==> src/verilog/sra_defines.svh <==
/*
 * Constants of the serial readout block: widths, field positions,
 * reset values and timing counts.
 * Assumes inclusion by bare name from the package only; the modules see it through the unit.
 */
`ifndef SRA_DEFINES_SVH
`define SRA_DEFINES_SVH

// ----------------------------------------------------------------
// Widths and field positions
// ----------------------------------------------------------------
`define SRA_RESULT_BITS 18
`define SRA_STATUS_BITS 6
`define SRA_CFG_TURBO 1
`define SRA_CFG_HIGHZ 2
`define SRA_CFG_SPAN 3
`define SRA_CFG_STATUS_EN 4
`define SRA_ST_OV 5
`define SRA_ST_SPAN 4
`define SRA_ST_HIGHZ 3
`define SRA_ST_TURBO 2

// ----------------------------------------------------------------
// Reset values and timing
// ----------------------------------------------------------------
`define SRA_OV_IDLE 1'b1
`define SRA_CLK_PERIOD_NS 100
`define SRA_CONV_TIME_NS 300
`define SRA_CONV_CYCLES ((`SRA_CONV_TIME_NS + `SRA_CLK_PERIOD_NS - 1) / `SRA_CLK_PERIOD_NS)

`endif

==> src/verilog/sra_pkg.sv <==
/*
 * Types shared by the serial readout block.
 * Assumes the defines header is on the include path.
 */
`include "sra_defines.svh"

package sra_pkg;

    // Pin levels after synchronisation.
    typedef struct packed {
        logic convert_start;
        logic serial_in;
        logic sck;
        logic ovn;
    } sra_pins_type;

    // Conversion engine states.
    typedef enum logic [0:0] {
        SRA_CV_ACQ = 1'b0,
        SRA_CV_CONV = 1'b1
    } sra_cv_type;

    // Readout engine states.
    typedef enum logic [1:0] {
        SRA_RD_OFF = 2'b00,
        SRA_RD_ARMED = 2'b01,
        SRA_RD_SHIFT = 2'b10
    } sra_rd_type;

endpackage

==> src/verilog/sra_sync.sv <==
/*
 * Two flip-flop synchroniser for a group of pin levels.
 * Assumes the inputs are asynchronous to SYS_CLK.
 */
`timescale 1ns/1ns
`default_nettype none

module sra_sync
    import sra_pkg::*;
(
    input wire logic clk,
    input wire logic rst,
    input wire sra_pins_type pins_in,
    output sra_pins_type pins_out
);

    sra_pins_type meta_ff;
    sra_pins_type sync_ff;

    // The first stage feeds only the second stage.
    always_ff @(posedge clk or posedge rst)
    begin
        if (rst)
        begin
            meta_ff <= '{convert_start: 1'b0, serial_in: 1'b1, sck: 1'b0, ovn: 1'b1};
            sync_ff <= '{convert_start: 1'b0, serial_in: 1'b1, sck: 1'b0, ovn: 1'b1};
        end
        else
        begin
            meta_ff <= pins_in;
            sync_ff <= meta_ff;
        end
    end

    assign pins_out = sync_ff;

endmodule

`default_nettype wire

==> src/verilog/sra_fifo.sv <==
/*
 * Small first-in first-out buffer built from flip-flops.
 * Assumes both sides run on the same clock; in_ready comes from a flop.
 */
`timescale 1ns/1ns
`default_nettype none

module sra_fifo #(
    parameter int WIDTH = 19,
    parameter int DEPTH = 2
) (
    input wire logic clk,
    input wire logic rst,
    input wire logic in_valid,
    output logic in_ready,
    input wire logic [WIDTH-1:0] in_data,
    output logic out_valid,
    input wire logic out_ready,
    output logic [WIDTH-1:0] out_data
);

    localparam int AW = (DEPTH > 1) ? $clog2(DEPTH) : 1;

    initial
    begin
        if (DEPTH < 2 || WIDTH < 1)
        begin
            $error("sra_fifo needs DEPTH of at least 2 and WIDTH of at least 1");
        end
    end

    logic [WIDTH-1:0] mem_ff [DEPTH];
    logic [AW-1:0] wr_ff, nxt_wr, rd_ff, nxt_rd;
    logic [AW:0] cnt_ff, nxt_cnt;
    logic room_ff, nxt_room;
    logic push, pop;

    // Wraps an index at the buffer depth.
    function automatic logic [AW-1:0] bump(input logic [AW-1:0] idx);
        bump = (idx == AW'(DEPTH - 1)) ? '0 : idx + AW'(1);
    endfunction

    // Next pointers and fill level.
    always_comb
    begin
        push = in_valid & room_ff;
        pop = out_ready & (cnt_ff != '0);
        nxt_wr = push ? bump(wr_ff) : wr_ff;
        nxt_rd = pop ? bump(rd_ff) : rd_ff;
        nxt_cnt = cnt_ff + (AW+1)'(push) - (AW+1)'(pop);
        nxt_room = (nxt_cnt != (AW+1)'(DEPTH));
    end

    // Registers the pointers, level and storage.
    always_ff @(posedge clk or posedge rst)
    begin
        if (rst)
        begin
            wr_ff <= '0;
            rd_ff <= '0;
            cnt_ff <= '0;
            room_ff <= 1'b1;
        end
        else
        begin
            wr_ff <= nxt_wr;
            rd_ff <= nxt_rd;
            cnt_ff <= nxt_cnt;
            room_ff <= nxt_room;
            if (push)
            begin
                mem_ff[wr_ff] <= in_data;
            end
        end
    end

    assign in_ready = room_ff;
    assign out_valid = (cnt_ff != '0);
    assign out_data = mem_ff[rd_ff];

endmodule

`default_nettype wire

==> src/verilog/sra_readout.sv <==
/*
 * Conversion start and serial result readout of an 18-bit converter
 * in chip-select framed modes, with the optional six-bit status word.
 * Assumes SYS_CLK runs well above the serial clock, which is sampled;
 * the analog core delivers results on RESULT_VALID/RESULT_READY.
 */
// Notes on behaviour
// - With status enabled, six status bits follow the last result bit.
// - Overvoltage status bit is low on overvoltage, refreshed every conversion.
// - Output floats once the sixth status bit has been shifted out.
// - A new conversion start is accepted even mid status word.
// - Status order: overvoltage, span, high-Z, turbo, two reserved zeros.
// - Config turbo bit 1 replaces busy indication with turbo readout.
// - Turbo start edge begins conversion and offers the previous result.
// - Without busy, MSB appears at select fall, next bits on falling clocks.
// - Without busy, output floats at last falling edge or on select release.
// - Output bit stays stable across the rising serial clock edge and changes after a falling one.
// - Start edge with serial_in high starts conversion and floats output.
// - Busy mode keeps output floating until conversion completes.
// - Busy mode drives output low at completion, then shifts MSB first.
// - Busy mode floats after the optional 19th falling edge (25th with status) or release.
// - After each conversion the core powers down until the next start.
// - 4-wire turbo: serial_in low presents MSB; floats at end or release.
// - serial_in is latched at each start edge: high selects framed mode.
// - Busy indication is on if either select line is low at completion.
// - Status bits are appended only when enabled; enable resets cleared.
// - Turbo is never combined with daisy-chain operation.
`timescale 1ns/1ns
`default_nettype none

module sra_readout
    import sra_pkg::*;
#(
    parameter int CONV_CYCLES = `SRA_CONV_CYCLES
) (
    input wire logic SYS_CLK,
    input wire logic SYS_RST,
    input wire logic CONVERT_START,
    input wire logic SERIAL_IN,
    input wire logic SERIAL_CLK,
    input wire logic OVERVOLTAGE_N,
    input wire logic [7:0] CONFIG_REG,
    input wire logic RESULT_VALID,
    output logic RESULT_READY,
    input wire logic [`SRA_RESULT_BITS-1:0] RESULT_DATA,
    output logic CORE_START,
    output logic CORE_POWER_DOWN,
    output logic SERIAL_OUT_O,
    output logic SERIAL_OUT_OE
);

    localparam int RB = `SRA_RESULT_BITS;
    localparam int SB = `SRA_STATUS_BITS;
    localparam int WB = RB + SB;

    initial
    begin
        if (CONV_CYCLES < 1 || CONV_CYCLES > 4096)
        begin
            $error("sra_readout CONV_CYCLES out of range");
        end
    end

    // ----------------------------------------------------------------
    // Pin synchronisation and edge detection
    // ----------------------------------------------------------------
    sra_pins_type pins_raw, pins, prev_ff;
    logic cnv_rise, sel, prev_sel, sel_fall, sel_release, sck_fall;
    logic [RB:0] fifo_data;
    logic fifo_valid, fifo_take;

    assign pins_raw = '{convert_start: CONVERT_START, serial_in: SERIAL_IN, sck: SERIAL_CLK,
                        ovn: OVERVOLTAGE_N};

    sra_sync u_sync (
        .clk(SYS_CLK),
        .rst(SYS_RST),
        .pins_in(pins_raw),
        .pins_out(pins)
    );

    // Results wait here so a slow drain by the conversion engine loses none.
    sra_fifo #(
        .WIDTH(RB + 1),
        .DEPTH(2)
    ) u_fifo (
        .clk(SYS_CLK),
        .rst(SYS_RST),
        .in_valid(RESULT_VALID),
        .in_ready(RESULT_READY),
        .in_data({pins.ovn, RESULT_DATA}),
        .out_valid(fifo_valid),
        .out_ready(fifo_take),
        .out_data(fifo_data)
    );

    // Select is active whenever either select line is low.
    always_comb
    begin
        sel = ~(pins.convert_start & pins.serial_in);
        prev_sel = ~(prev_ff.convert_start & prev_ff.serial_in);
        cnv_rise = pins.convert_start & ~prev_ff.convert_start;
        sel_fall = sel & ~prev_sel;
        sel_release = ~sel & prev_sel;
        sck_fall = ~pins.sck & prev_ff.sck;
    end

    // ----------------------------------------------------------------
    // Conversion engine
    // ----------------------------------------------------------------
    sra_cv_type cv_ff, nxt_cv;
    logic [12:0] cnt_ff, nxt_cnt;
    logic framed_ff, nxt_framed;
    logic start_ok, conv_done;
    logic [WB-1:0] last_ff, nxt_last;
    logic cstart_ff, nxt_cstart;
    logic pdown_ff, nxt_pdown;

    // Builds the status word for a result; reserved bits read zero.
    function automatic logic [SB-1:0] status_of(input logic ovn, input logic [7:0] cfg);
        logic [SB-1:0] s;
        s = '0;
        s[`SRA_ST_OV] = ovn;
        s[`SRA_ST_SPAN] = cfg[`SRA_CFG_SPAN];
        s[`SRA_ST_HIGHZ] = cfg[`SRA_CFG_HIGHZ];
        s[`SRA_ST_TURBO] = cfg[`SRA_CFG_TURBO];
        status_of = s;
    endfunction

    // Starts, times and completes one conversion.
    always_comb
    begin
        start_ok = cnv_rise & pins.serial_in & (cv_ff == SRA_CV_ACQ);
        conv_done = (cv_ff == SRA_CV_CONV) & (cnt_ff == '0) & fifo_valid;
        fifo_take = conv_done;
        nxt_cv = cv_ff;
        nxt_cnt = cnt_ff;
        nxt_framed = framed_ff;
        nxt_last = last_ff;
        nxt_cstart = 1'b0;
        nxt_pdown = pdown_ff;
        if (cnv_rise)
        begin
            nxt_framed = pins.serial_in;
        end
        case (cv_ff)
            SRA_CV_ACQ:
            begin
                if (start_ok)
                begin
                    nxt_cv = SRA_CV_CONV;
                    nxt_cnt = 13'(CONV_CYCLES - 1);
                    nxt_cstart = 1'b1;
                    nxt_pdown = 1'b0;
                end
            end
            SRA_CV_CONV:
            begin
                // Runs on regardless of convert_start once started.
                if (cnt_ff != '0)
                begin
                    nxt_cnt = cnt_ff - 13'h0001;
                end
                if (conv_done)
                begin
                    nxt_cv = SRA_CV_ACQ;
                    nxt_pdown = 1'b1;
                    nxt_last = {fifo_data[RB-1:0], status_of(fifo_data[RB], CONFIG_REG)};
                end
            end
            default:
            begin
                nxt_cv = SRA_CV_ACQ;
            end
        endcase
    end

    // Registers the conversion engine.
    always_ff @(posedge SYS_CLK or posedge SYS_RST)
    begin
        if (SYS_RST)
        begin
            prev_ff <= '{convert_start: 1'b0, serial_in: 1'b1, sck: 1'b0, ovn: 1'b1};
            cv_ff <= SRA_CV_ACQ;
            cnt_ff <= '0;
            framed_ff <= 1'b1;
            last_ff <= {{RB{1'b0}}, `SRA_OV_IDLE, {(SB-1){1'b0}}};
            cstart_ff <= 1'b0;
            pdown_ff <= 1'b1;
        end
        else
        begin
            prev_ff <= pins;
            cv_ff <= nxt_cv;
            cnt_ff <= nxt_cnt;
            framed_ff <= nxt_framed;
            last_ff <= nxt_last;
            cstart_ff <= nxt_cstart;
            pdown_ff <= nxt_pdown;
        end
    end

    // ----------------------------------------------------------------
    // Readout engine
    // ----------------------------------------------------------------
    sra_rd_type rd_ff, nxt_rd;
    logic [WB-1:0] sh_ff, nxt_sh;
    logic [4:0] left_ff, nxt_left;
    logic out_ff, nxt_out;
    logic oe_ff, nxt_oe;
    logic turbo, stat_en, busy;
    logic [4:0] frame_len;

    // Shifts the word out on falling serial clock edges.
    always_comb
    begin
        turbo = CONFIG_REG[`SRA_CFG_TURBO] & framed_ff;
        stat_en = CONFIG_REG[`SRA_CFG_STATUS_EN];
        busy = framed_ff & ~turbo & sel;
        frame_len = stat_en ? 5'(WB) : 5'(RB);
        nxt_rd = rd_ff;
        nxt_sh = sh_ff;
        nxt_left = left_ff;
        nxt_out = out_ff;
        nxt_oe = oe_ff;
        case (rd_ff)
            SRA_RD_OFF:
            begin
            end
            SRA_RD_ARMED:
            begin
                if (sel_fall)
                begin
                    nxt_rd = SRA_RD_SHIFT;
                    nxt_out = sh_ff[WB-1];
                    nxt_oe = 1'b1;
                    nxt_sh = {sh_ff[WB-2:0], 1'b0};
                    nxt_left = frame_len - 5'h01;
                end
            end
            SRA_RD_SHIFT:
            begin
                if (sel_release)
                begin
                    nxt_rd = SRA_RD_OFF;
                    nxt_oe = 1'b0;
                end
                else if (sck_fall)
                begin
                    if (left_ff == '0)
                    begin
                        nxt_rd = SRA_RD_OFF;
                        nxt_oe = 1'b0;
                    end
                    else
                    begin
                        nxt_out = sh_ff[WB-1];
                        nxt_sh = {sh_ff[WB-2:0], 1'b0};
                        nxt_left = left_ff - 5'h01;
                    end
                end
            end
            default:
            begin
                nxt_rd = SRA_RD_OFF;
                nxt_oe = 1'b0;
            end
        endcase
        // A start always floats the output, even mid status word.
        if (start_ok)
        begin
            nxt_oe = 1'b0;
            nxt_rd = SRA_RD_OFF;
            if (turbo)
            begin
                nxt_rd = SRA_RD_ARMED;
                nxt_sh = last_ff;
            end
        end
        else if (conv_done && framed_ff && !turbo)
        begin
            nxt_sh = nxt_last;
            if (busy)
            begin
                nxt_rd = SRA_RD_SHIFT;
                nxt_out = 1'b0;
                nxt_oe = 1'b1;
                nxt_left = frame_len;
            end
            else
            begin
                nxt_rd = SRA_RD_ARMED;
            end
        end
    end

    // Registers the readout engine.
    always_ff @(posedge SYS_CLK or posedge SYS_RST)
    begin
        if (SYS_RST)
        begin
            rd_ff <= SRA_RD_OFF;
            sh_ff <= '0;
            left_ff <= '0;
            out_ff <= 1'b0;
            oe_ff <= 1'b0;
        end
        else
        begin
            rd_ff <= nxt_rd;
            sh_ff <= nxt_sh;
            left_ff <= nxt_left;
            out_ff <= nxt_out;
            oe_ff <= nxt_oe;
        end
    end

    assign CORE_START = cstart_ff;
    assign CORE_POWER_DOWN = pdown_ff;
    assign SERIAL_OUT_O = out_ff;
    assign SERIAL_OUT_OE = oe_ff;
endmodule

`default_nettype wire

==> config.mk <==
export PLATFORM = sky130hd
export DESIGN_NAME = sra_readout
export DESIGN_NICKNAME = d
export VERILOG_FILES = /design/src/verilog/sra_pkg.sv /design/src/verilog/sra_sync.sv /design/src/verilog/sra_fifo.sv /design/src/verilog/sra_readout.sv
export VERILOG_INCLUDE_DIRS = /design/src /design/src/verilog
export SDC_FILE = /design/constraint.sdc
export NUM_CORES = 1
export LEC_CHECK = 0
export ABC_AREA = 1
export BUFFER_PORTS_ARGS = -buffer_cell sky130_fd_sc_hd__buf_2
export CAP_MARGIN = 20
export CELL_PAD_IN_SITES_DETAIL_PLACEMENT = 1
export CELL_PAD_IN_SITES_GLOBAL_PLACEMENT = 2
export CORE_UTILIZATION = 38
export CTS_BUF_LIST = sky130_fd_sc_hd__clkbuf_16
export DETAILED_ROUTE_END_ITERATION = 12
export PLACE_DENSITY_LB_ADDON = 0.1
export RECOVER_POWER = 100
export SYNTH_ARGS = -nofsm -noshare
export SYNTH_HDL_FRONTEND = slang
export SYNTH_SLANG_ARGS = --single-unit
==> constraint.sdc <==
create_clock -name SYS_CLK -period 2.94 [get_ports SYS_CLK]
set_clock_uncertainty 0.05 [all_clocks]
set_input_delay 0.147 -clock SYS_CLK [delete_from_list [all_inputs] [get_ports SYS_CLK]]
set_output_delay 0.147 -clock SYS_CLK [all_outputs]
set_load 0.03 [all_outputs]
==> impl_metrics.env, run 1 <==
export IMPL_synth_avg_cell_area_um2=8.95
export IMPL_synth_fp_nets=715
export IMPL_route_detailed_drc=0
export IMPL_cts_sinks=128
export IMPL_synth_area_um2=6020
export IMPL_finalSetupViolCount=0
export IMPL_port_buffers=33
export IMPL_initialDrtViolationCount=157
export IMPL_nets=782
export IMPL_vdd_drop_max_mv=0.440
export IMPL_critPathMaxFanout=22
export IMPL_status="complete, but fails checks"
export IMPL_fp_row_count=45
export IMPL_hold_depth=3
export IMPL_p_per_area_nw_per_um2=951
export IMPL_insertion_delay_ps=420
export IMPL_netlist_instances=673
export IMPL_cts_buffers=17
export IMPL_dieArea_um2=16400
export IMPL_wl_mm=14.3
export IMPL_ys_types=38
export IMPL_finalCritPeriodShare=0.828
export IMPL_cp_data_required_time_ps=3170
export IMPL_hold_path_class="input pin to flop"
export IMPL_dpl_worst_slack_ps=603
export IMPL_hpwl_mm=9.12
export IMPL_die_x_um=128
export IMPL_synthToLayoutAreaGrowth_pct=20.1
export IMPL_final_util=0.472
export IMPL_gp_congestion=0.811
export IMPL_crit_path_start_kind="flop"
export IMPL_synth_edf_count=38
export IMPL_postRouteAntennaNets=0
export IMPL_setup_tns_ps=0
export IMPL_synth_simple_area_share=0.265
export IMPL_avgViaCountPerCell=4.85
export IMPL_ys_seq_area_frac=0.565
export IMPL_grtUsageTotal=0.195
export IMPL_antennaDiodeCount=0
export IMPL_clkTransAtPathRegs_ps=60
export IMPL_r2r_start="cnt_ff[0]"
export IMPL_core_um2=15300
export IMPL_max_cap_violations=1
export IMPL_nFillCells=1836
export IMPL_netlist_top_cells_count="nand2_1 (217), dfrtp_1 (81), nand3_1 (68)"
export IMPL_synth_xor_area_frac=0.00872
export IMPL_tritoncts="built"
export IMPL_setup_slack_ps=507
export IMPL_end_kind="flop"
export IMPL_synth_top_cell_area_share=0.336
export IMPL_reg2reg_depth=11
export IMPL_clk_path_buf_depth=2
export IMPL_wl_per_cell_um=14.8
export IMPL_max_freq_mhz=411
export IMPL_antenna_found_initial=0
export IMPL_synth_compound_area_frac=0.0575
export IMPL_reg2reg_to="sh_ff[12]"
export IMPL_max_slew_margin=-0.221
export IMPL_async_flop_share=0.703
export IMPL_grt_pass1_wl_mm=24.4
export IMPL_synth_area_leaders="dfrtp_1 (34%), edfxtp_1 (19%), nand2_1 (14%), nand3_1 (5.6%), dfstp_2 (3.9%)"
export IMPL_synthMuxAreaShare=0.0316
export IMPL_start_util=0.393
export IMPL_synth_fa_ha_area_frac=0.0187
export IMPL_rsz0062_at_grt="false"
export IMPL_pin_count=38
export IMPL_r2r_slack_ps=510
export IMPL_grt_max_degree=43
export IMPL_gr_total_overflow=0
export IMPL_cp_startpoint="cnt_ff[0]"
export IMPL_hold_violations=0
export IMPL_drv_slew=39
export IMPL_drive_gt1_frac=0.105
export IMPL_die_h_um=128
export IMPL_cts_root_buf="clkbuf_16"
export IMPL_worstMarginPinSlew_ps=1820
export IMPL_synth_flop_cell="dfrtp_1"
export IMPL_hold_path_startpoint="RESULT_VALID"
export IMPL_synth_seq_cells=128
export IMPL_synth_top_family_by_area="simple AND/OR/NAND/NOR gates"
export IMPL_min_period_ps=2430
export IMPL_power_leakage_nw=3.48
export IMPL_min_to="u_fifo.wr_ff"
export IMPL_dr_total_vias=4679
export IMPL_yosysTopAreaCell="dfrtp_1"
export IMPL_cp_arrival_ps=2670
export IMPL_htreeDepth=4
export IMPL_first_global_vias=5051
export IMPL_violations="max-capacitance violations, max-slew violations"
export IMPL_cts_setup_buffers=0
export IMPL_synth_most_common_cell="nand2_1"
export IMPL_ys_warn_count=0
export IMPL_crit_type="flop to flop"
export IMPL_drtPass1Iterations=4
critical path: stages, from the launching register on:
cell	delay, ps
dfrtp_1	370
inv_1	150
ha_1	200
nand2_1	70
nor2_1	220
nand3_4	250
nor2_4	190
nand2_2	80
nand2_1	200
inv_2	260
nand2_1	150
nand3_1	100
registers in the layout, summed over array words and instances (netlist names):
register / cells
CORE_POWER_DOWN: 1
CORE_START: 1
SERIAL_OUT_O: 1
SERIAL_OUT_OE: 1
cnt_ff: 13
cv_ff: 1
framed_ff: 1
last_ff: 24
left_ff: 5
prev_ff: 3
rd_ff: 2
sh_ff: 24
u_fifo.cnt_ff: 2
u_fifo.in_ready: 1
u_fifo.mem_ff: 38
u_fifo.rd_ff: 1
u_fifo.wr_ff: 1
u_sync.meta_ff: 4
u_sync.pins_out: 4
cell type report:
cell class | count | area, µm² | share of cell area
Timing Repair Buffer | 71 | 494 | 0.0683
Tap cell | 211 | 264 | 0.0365
Sequential cell | 128 | 3400 | 0.471
Multi-Input combinational cell | 470 | 2270 | 0.313
Clock buffer | 17 | 425 | 0.0588
Inverter | 52 | 196 | 0.0271
Clock inverter | 15 | 184 | 0.0254
cells by family (layout without fill, tap and decap cells):
| kind of cell | after synthesis | count (layout) |
|---|---|---|
| compound gates | 63 | 63 |
| xor+xnor | 6 | 6 |
| fa+ha+maj | 9 | 9 |
| buf+inv | 75 | 155 |
| flops | 128 | 128 |
| mux | 19 | 19 |
| simple gates | 373 | 373 |
through the flow:
stage               hold slack, ps  power (W)  cell area [µm²]  std cells
floorplan                      101    0.00424             6020        673
global placement               202    0.00467             6440        906
detailed placement             205    0.00476             6440        906
CTS                           56.5    0.00702             7310        964
global route                  34.6    0.00739             7240        964
finish                        33.0    0.00688             7240        964
placed cells by master, fill, tap and decap left out, drive strengths merged:
cell         synthesis  layout
a21boi               1       1
a21oi                9       9
a22oi                1       1
a31oi                2       2
and3                 1       1
buf                 16      25
bufinv               0       3
clkbuf               7      37
clkinv               0       4
clkinvlp             0       4
dfrtp               81      81
dfstp                9       9
dlygate4sd3          0      26
edfxtp              38      38
ha                   9       9
inv                 52      56
mux2i               19      19
nand2              225     225
nand3               70      70
nand4                6       6
nor2                67      67
nor3                 4       4
o211a                1       1
o211ai               3       3
o21ai               42      42
o21bai               2       2
o22ai                2       2
xnor2                2       2
xor2                 4       4
routing by layer:
metal / GRT usage / up-vias / share of wire
met3: 0.0413 / 13 / 0.018
met2: 0.328 / 38 / 0.49
met1: 0.249 / 2292 / 0.48
li1: - / 2336 / -
met4: 0.0671 / 0 / 0.012
met5: 0 / - / 0
where the power goes:
group | internal [W] | total, W | switching [W]
registers | 0.00237 | 0.00272 | 0.000353
clock network | 0.00135 | 0.00219 | 0.000841
logic | 0.000731 | 0.00197 | 0.00124
worst max-delay path by stage:
stage	endpoint	slack, ps	cells past startpoint
6_report	sh_ff[12]	510	11
5_1_grt	sh_ff[12]	190	11
4_1_cts	u_fifo.in_ready	590	11
3_5_place_dp	u_fifo.in_ready	600	11
3_3_place_gp	u_fifo.in_ready	650	11
2_1_floorplan	u_fifo.mem_ff[1][0]	380	2
timing repair:
action | in CTS | in global routing
hold endpoints to repair | 76 | 0
resized for setup | 0 | 0
hold buffers | 26 | 0
Power figures use the tool's default switching activity.
==> run 2: changes to the inputs <==
--- a/config.mk
+++ b/config.mk
@@ -6,12 +6,12 @@
 export SDC_FILE = /design/constraint.sdc
 export NUM_CORES = 1
 export LEC_CHECK = 0
-export ABC_AREA = 1
+export ABC_AREA = 0
 export BUFFER_PORTS_ARGS = -buffer_cell sky130_fd_sc_hd__buf_2
 export CAP_MARGIN = 20
 export CELL_PAD_IN_SITES_DETAIL_PLACEMENT = 1
 export CELL_PAD_IN_SITES_GLOBAL_PLACEMENT = 2
-export CORE_UTILIZATION = 38
+export CORE_UTILIZATION = 37
 export CTS_BUF_LIST = sky130_fd_sc_hd__clkbuf_16
 export DETAILED_ROUTE_END_ITERATION = 12
 export PLACE_DENSITY_LB_ADDON = 0.1
==> constraint.sdc (replaced) <==
create_clock -name SYS_CLK -period 2.2 [get_ports SYS_CLK]
set_clock_uncertainty 0.05 [all_clocks]
set_input_delay 0.11 -clock SYS_CLK [delete_from_list [all_inputs] [get_ports SYS_CLK]]
set_output_delay 0.11 -clock SYS_CLK [all_outputs]
set_load 0.03 [all_outputs]
==> run 2 against run 1 <==
Compared with the run above: the flow finishes with violations (negative setup slack); sequential cell count stayed put; critical path type unchanged; sequential share of layout area fell by 2.6 points; register-to-register slack worse by 510 ps; design area is 5.9% higher; total power up 26%; maximum frequency increased by 10%; highest routed layer unchanged; core utilization up 0.81 points.
==> impl_metrics.env, run 2 <==
export IMPL_clkPwrFrac=0.310
export IMPL_postRouteAntennaNets=0
export IMPL_final_cells=852
export IMPL_switchingPower_w=0.00288
export IMPL_end_kind="flop"
export IMPL_first_global_vias=4708
export IMPL_intPower_w=0.00577
export IMPL_drive_gt1_frac=0.204
export IMPL_combPwrFrac=0.284
export IMPL_power_leakage_nw=3.06
export IMPL_start_util=0.380
export IMPL_drv_slew=0
export IMPL_grt_pass1_wl_mm=24.5
export IMPL_core_um2=15900
export IMPL_synth_fp_nets=580
export IMPL_wl_mm=15.6
export IMPL_grtUsageTotal=0.193
export IMPL_finalCritPeriodShare=1.00
export IMPL_max_slew_margin=0.137
export IMPL_reg2reg_depth=8
export IMPL_synth_flop_cell="dfrtp_1"
export IMPL_port_buffers=33
export IMPL_critPathMaxFanout=13
export IMPL_cp_arrival_ps=2460
export IMPL_hpwl_mm=9.11
export IMPL_cts_sinks=128
export IMPL_hold_path_class="input pin to flop"
export IMPL_largest_reg_flops=38
export IMPL_max_cap_violations=0
export IMPL_worstMarginPinSlew_ps=1290
export IMPL_min_period_ps=2210
export IMPL_max_freq_mhz=453
export IMPL_violations="negative setup slack"
export IMPL_p_per_area_nw_per_um2=1130
export IMPL_crit_type="flop to flop"
export IMPL_hold_violations=0
export IMPL_synth_seq_cells=128
export IMPL_drtPass1Iterations=4
export IMPL_ys_types=64
export IMPL_avgViaCountPerCell=5.34
export IMPL_clkTransAtPathRegs_ps=60
export IMPL_layout_commonest_cell="nand2_1"
export IMPL_r2r_slack_ps=-6
export IMPL_route_detailed_drc=0
export IMPL_finalSetupViolCount=1
export IMPL_async_flop_share=0.703
export IMPL_reg_top3="u_fifo.mem_ff (38), last_ff (24), sh_ff (24)"
export IMPL_wl_per_cell_um=18.3
export IMPL_dr_total_vias=4547
export IMPL_cp_data_required_time_ps=2450
export IMPL_initialDrtViolationCount=199
export IMPL_seqPwrFrac=0.406
export IMPL_synth_area_um2=6050
export IMPL_hold_slack_ps=285
export IMPL_synth_area_leaders="dfrtp_1 (33%), edfxtp_1 (19%), mux2i_1 (7.3%), nand2_1 (5.6%), o21ai_0 (4.1%)"
export IMPL_largest_register="u_fifo.mem_ff"
export IMPL_netlist_instances=538
export IMPL_yosysTopAreaCell="dfrtp_1"
export IMPL_hold_depth=2
export IMPL_synth_avg_cell_area_um2=11.3
export IMPL_mostFrequentLayoutCells="nand2_1 (90), dfrtp_1 (80), o21ai_0 (49)"
export IMPL_htreeDepth=4
export IMPL_nets=665
export IMPL_synth_most_common_cell="nand2_1"
export IMPL_netlist_top_cells_count="nand2_1 (90), dfrtp_1 (81), o21ai_0 (49)"
export IMPL_gp_congestion=0.788
export IMPL_status="complete, but fails checks"
export IMPL_ys_warn_count=0
export IMPL_vdd_drop_max_mv=0.580
export IMPL_antenna_found_initial=0
export IMPL_cts_buffers=17
export IMPL_fp_row_count=46
export IMPL_grt_max_degree=91
export IMPL_dieArea_um2=16900
export IMPL_setup_slack_ps=-6.45
export IMPL_clk_path_buf_depth=2
export IMPL_gr_total_overflow=0
export IMPL_die_x_um=130
export IMPL_place_inst=785
export IMPL_pin_count=38
export IMPL_switching_share=0.333
export IMPL_cts_root_buf="clkbuf_16"
export IMPL_nFillCells=1753
export IMPL_ys_seq_area_frac=0.562
export IMPL_synthToLayoutAreaGrowth_pct=26.6
export IMPL_tritoncts="built"
export IMPL_synth_edf_count=38
export IMPL_rsz0062_at_grt="true"
export IMPL_crit_path_start_kind="flop"
export IMPL_synth_top_cell_area_share=0.335
export IMPL_insertion_delay_ps=420
export IMPL_die_h_um=130
export IMPL_antennaDiodeCount=0
==> run 2: cell type report <==
type	instances	area, µm²	area share
clock inverter	15	130	0.0170
clock buffer	17	425	0.0555
inverter	15	65.1	0.00849
sequential	128	3410	0.444
timing repair buffer	99	820	0.107
tap	216	270	0.0353
multi-input combinational	362	2550	0.332
==> run 2: worst paths after layout <==
check | end | startpoint
setup reg to reg | sh_ff[2] | left_ff[1]
min in group asynchronous | cnt_ff[9] | SYS_RST
max in group asynchronous | cnt_ff[3] | SYS_RST
hold reg to reg | u_sync.pins_out[1] | u_sync.meta_ff[1]
setup / recovery | sh_ff[2] | left_ff[1]
hold / removal | u_sync.meta_ff[2] | SERIAL_IN
==> run 2: critical path: stages, from the launching register on <==
cell and delay [ps]:
dfrtp_1 400, inv_2 90, ha_4 130, or4b_4 480, o2111a_2 220, clkbuf_16 220
a21o_1 240, a22oi_1 180, o21ai_1 80
==> run 2: what timing repair did <==
action	4_1_cts	5_1_grt
setup endpoints to repair	13	38
hold buffers	28	0
hold endpoints to repair	129	0
gates cloned	0	3
gates resized for setup	4	21
setup buffers	0	4
pin swaps	9	18
==> run 2: routing by layer <==
layer  up-vias  share of wire  global-route usage
li1       2175              -                   -
met1      2308           0.46               0.246
met2        54           0.50               0.321
met3        10          0.028              0.0480
met4         0         0.0095              0.0636
met5         -              0                   0
==> run 2: power by group through the flow <==
stage	sequential, W	clock, W	combinational [W]
3_3_place_gp	0.00350	0	0.00215
2_1_floorplan	0.00347	0	0.00153
3_5_place_dp	0.00353	0	0.00224
5_1_grt	0.00359	0.00283	0.00274
4_1_cts	0.00350	0.00275	0.00230
6_report	0.00351	0.00268	0.00246
==> run 2: kinds of logic (layout without fill, tap and decap cells) <==
| group | count (synthesis) | after routing | synth area share |
|---|---|---|---|
| multiplexers | 45 | 45 | 0.0746 |
| buffers and inverters | 48 | 146 | 0.0424 |
| AND/OR/NAND/NOR | 149 | 149 | 0.120 |
| XOR/XNOR | 5 | 5 | 0.00723 |
| AO/OA/AOI/OAI | 154 | 154 | 0.175 |
| flip-flops | 128 | 128 | 0.562 |
| adder cells (fa/ha/maj) | 9 | 9 | 0.0186 |
==> run 2: through the flow <==
stage	worst slack (ps)	TNS, ps	utilization	power, W	instance area [µm²]
floorplan	-235	-4520	-	0.00499	6120
finish	-6.45	-6.45	0.481	0.00865	7660
detailed placement	-30.8	-130	0.417	0.00577	6650
CTS	-14.9	-19.5	0.471	0.00855	7510
global route	-81.7	-367	0.481	0.00916	7660
global placement	12.4	0	0.417	0.00566	6650
==> run 3: changes to the inputs <==
--- a/config.mk
+++ b/config.mk
@@ -11,7 +11,7 @@
 export CAP_MARGIN = 20
 export CELL_PAD_IN_SITES_DETAIL_PLACEMENT = 1
 export CELL_PAD_IN_SITES_GLOBAL_PLACEMENT = 2
-export CORE_UTILIZATION = 37
+export CORE_UTILIZATION = 35
 export CTS_BUF_LIST = sky130_fd_sc_hd__clkbuf_16
 export DETAILED_ROUTE_END_ITERATION = 12
 export PLACE_DENSITY_LB_ADDON = 0.1
==> run 3 against run 2 <==
Compared with the run above: the run now ends clean; setup slack improved by 49 ps; core utilization is 2.3 points lower; total power is 1.6% higher; combinational power about the same; non-clock buffer count grew 1; global-route usage down 0.37 points; sequential share of layout area fell by 0.060 points; critical path type unchanged; largest cell class unchanged; highest routed layer unchanged.
==> impl_metrics.env, run 3 (same netlist as run 2, synthesis figures left out) <==
export IMPL_status="complete, no violations"
export IMPL_max_freq_mhz=463
export IMPL_rsz0062_at_grt="true"
export IMPL_setup_tns_ps=0
export IMPL_grt_busiest_layer="met2"
export IMPL_place_inst=791
export IMPL_cp_slowest_cell="or3_1"
export IMPL_seqPwrFrac=0.398
export IMPL_clkPwrFrac=0.319
export IMPL_max_slew_margin=0.147
export IMPL_die_x_um=134
export IMPL_clkTransAtPathRegs_ps=60
export IMPL_clk_path_buf_depth=2
export IMPL_gr_total_overflow=0
export IMPL_tritoncts="built"
export IMPL_p_per_area_nw_per_um2=1150
export IMPL_finalCritPeriodShare=0.981
export IMPL_grt_max_degree=91
export IMPL_crit_path_start_kind="flop"
export IMPL_first_global_vias=4935
export IMPL_slowest_delay_ps=490
export IMPL_initialDrtViolationCount=231
export IMPL_hpwl_mm=9.50
export IMPL_layout_commonest_cell="nand2_1"
export IMPL_seq_area_um2=3400
export IMPL_crit_type="flop to flop"
export IMPL_route_detailed_drc=0
export IMPL_fp_row_count=47
export IMPL_antenna_found_initial=0
export IMPL_finalSetupViolCount=0
export IMPL_max_cap_violations=0
export IMPL_cp_arrival_ps=2410
export IMPL_cts_sinks=128
export IMPL_switchingPower_w=0.00289
export IMPL_grtUsageTotal=0.189
export IMPL_start_util=0.361
export IMPL_setup_slack_ps=42.3
export IMPL_cp_data_required_time_ps=2450
export IMPL_die_h_um=134
export IMPL_grt_met1_usage=0.234
export IMPL_drtPass1Iterations=4
export IMPL_synthToLayoutAreaGrowth_pct=26.7
export IMPL_drive_gt1_frac=0.198
export IMPL_gr_usage_met2=0.325
export IMPL_nFillCells=1802
export IMPL_wl_mm=15.7
export IMPL_avgViaCountPerCell=5.29
export IMPL_hold_violations=0
export IMPL_htreeDepth=4
export IMPL_hold_path_class="input pin to flop"
export IMPL_crit_path_cell_trace="nor4_4, o211ai_4, or2_4, clkbuf_1, or3_1, a2bb2oi_1"
export IMPL_dpl_worst_slack_ps=-59.1
export IMPL_grt_util_met3=0.0525
export IMPL_wl_per_cell_um=18.4
export IMPL_reg_top3="u_fifo.mem_ff (38), last_ff (24), sh_ff (24)"
export IMPL_largest_register="u_fifo.mem_ff"
export IMPL_gp_congestion=0.777
export IMPL_power_leakage_nw=3.06
export IMPL_core_um2=16800
export IMPL_largest_reg_flops=38
export IMPL_cts_buffers=17
export IMPL_port_buffers=33
export IMPL_dieArea_um2=17800
export IMPL_pin_count=38
export IMPL_combPwrFrac=0.283
export IMPL_drv_slew=0
export IMPL_worstMarginPinSlew_ps=1280
export IMPL_postRouteAntennaNets=0
export IMPL_insertion_delay_ps=420
export IMPL_intPower_w=0.00590
export IMPL_mostFrequentLayoutCells="nand2_1 (90), dfrtp_1 (81), o21ai_0 (49)"
export IMPL_multi_input_area_um2=2530
export IMPL_final_cells=857
export IMPL_cts_root_buf="clkbuf_16"
export IMPL_nets=666
export IMPL_vdd_drop_max_mv=0.820
export IMPL_end_kind="flop"
export IMPL_antennaDiodeCount=0
export IMPL_critPathMaxFanout=4
export IMPL_finalPower_w=0.00879
export IMPL_dr_total_vias=4536
export IMPL_switching_share=0.329
export IMPL_min_period_ps=2160
export IMPL_final_util=0.458
export IMPL_grt_pass1_wl_mm=25.7
## run 3: repair_timing
action	CTS	global route
hold buffers	28	0
gates resized for setup	3	19
cloned	0	2
pin swaps	7	14
endpoints found under the setup margin	11	34
setup buffers	0	4
hold endpoints to repair	129	0
## run 3: stage by stage
step                instance area (µm²)  hold WS [ps]
floorplan                          6120          64.5
global placement                   6690           166
detailed placement                 6690           170
CTS                                7560           258
global route                       7670           275
finish                             7670           281
## run 3: cell type report
class / count / share of cell area
well taps: 220 / 0.0359
flip-flops and latches: 128 / 0.444
clock inverters: 15 / 0.0202
inverters: 15 / 0.00816
clock buffers: 17 / 0.0555
repair buffers: 100 / 0.106
multi-input cells: 362 / 0.330
## run 3: metal layers
metal	share of wire	wire length, µm
met1	0.46	7190
met2	0.51	8040
met3	0.023	366
met4	0.0091	143
met5	0	0
## run 3: worst paths after layout
path                                         from            endpoint  slack (ps)  cells past startpoint
max in group asynchronous                 SYS_RST        u_fifo.rd_ff         600                      4
worst min-delay path                CONVERT_START   u_sync.meta_ff[3]         280                      2
worst min register to register  u_sync.meta_ff[3]  u_sync.pins_out[3]         300                      0
worst max register to register          cnt_ff[5]          left_ff[3]          40                      6
min in group asynchronous                 SYS_RST           cnt_ff[8]         700                      4
worst max-delay path                    cnt_ff[5]          left_ff[3]          40                      6
## run 3: critical path: cells and delay by family (launching register included)
family                 cells  cell delay (ps)
and+or+nand+nor            3             1150
AOI/OAI and AO/OA          2              290
buffers and inverters      1              120
DFF                        1              410
## run 3: power groups by stage
| stage | clock, W | sequential, W | combinational, W |
|---|---|---|---|
| final | 0.00281 | 0.00350 | 0.00249 |
| after global placement | 0 | 0.00349 | 0.00221 |
| after CTS | 0.00289 | 0.00349 | 0.00238 |
| after floorplan | 0 | 0.00347 | 0.00153 |
| after detailed placement | 0 | 0.00352 | 0.00230 |
| after global routing | 0.00299 | 0.00358 | 0.00276 |
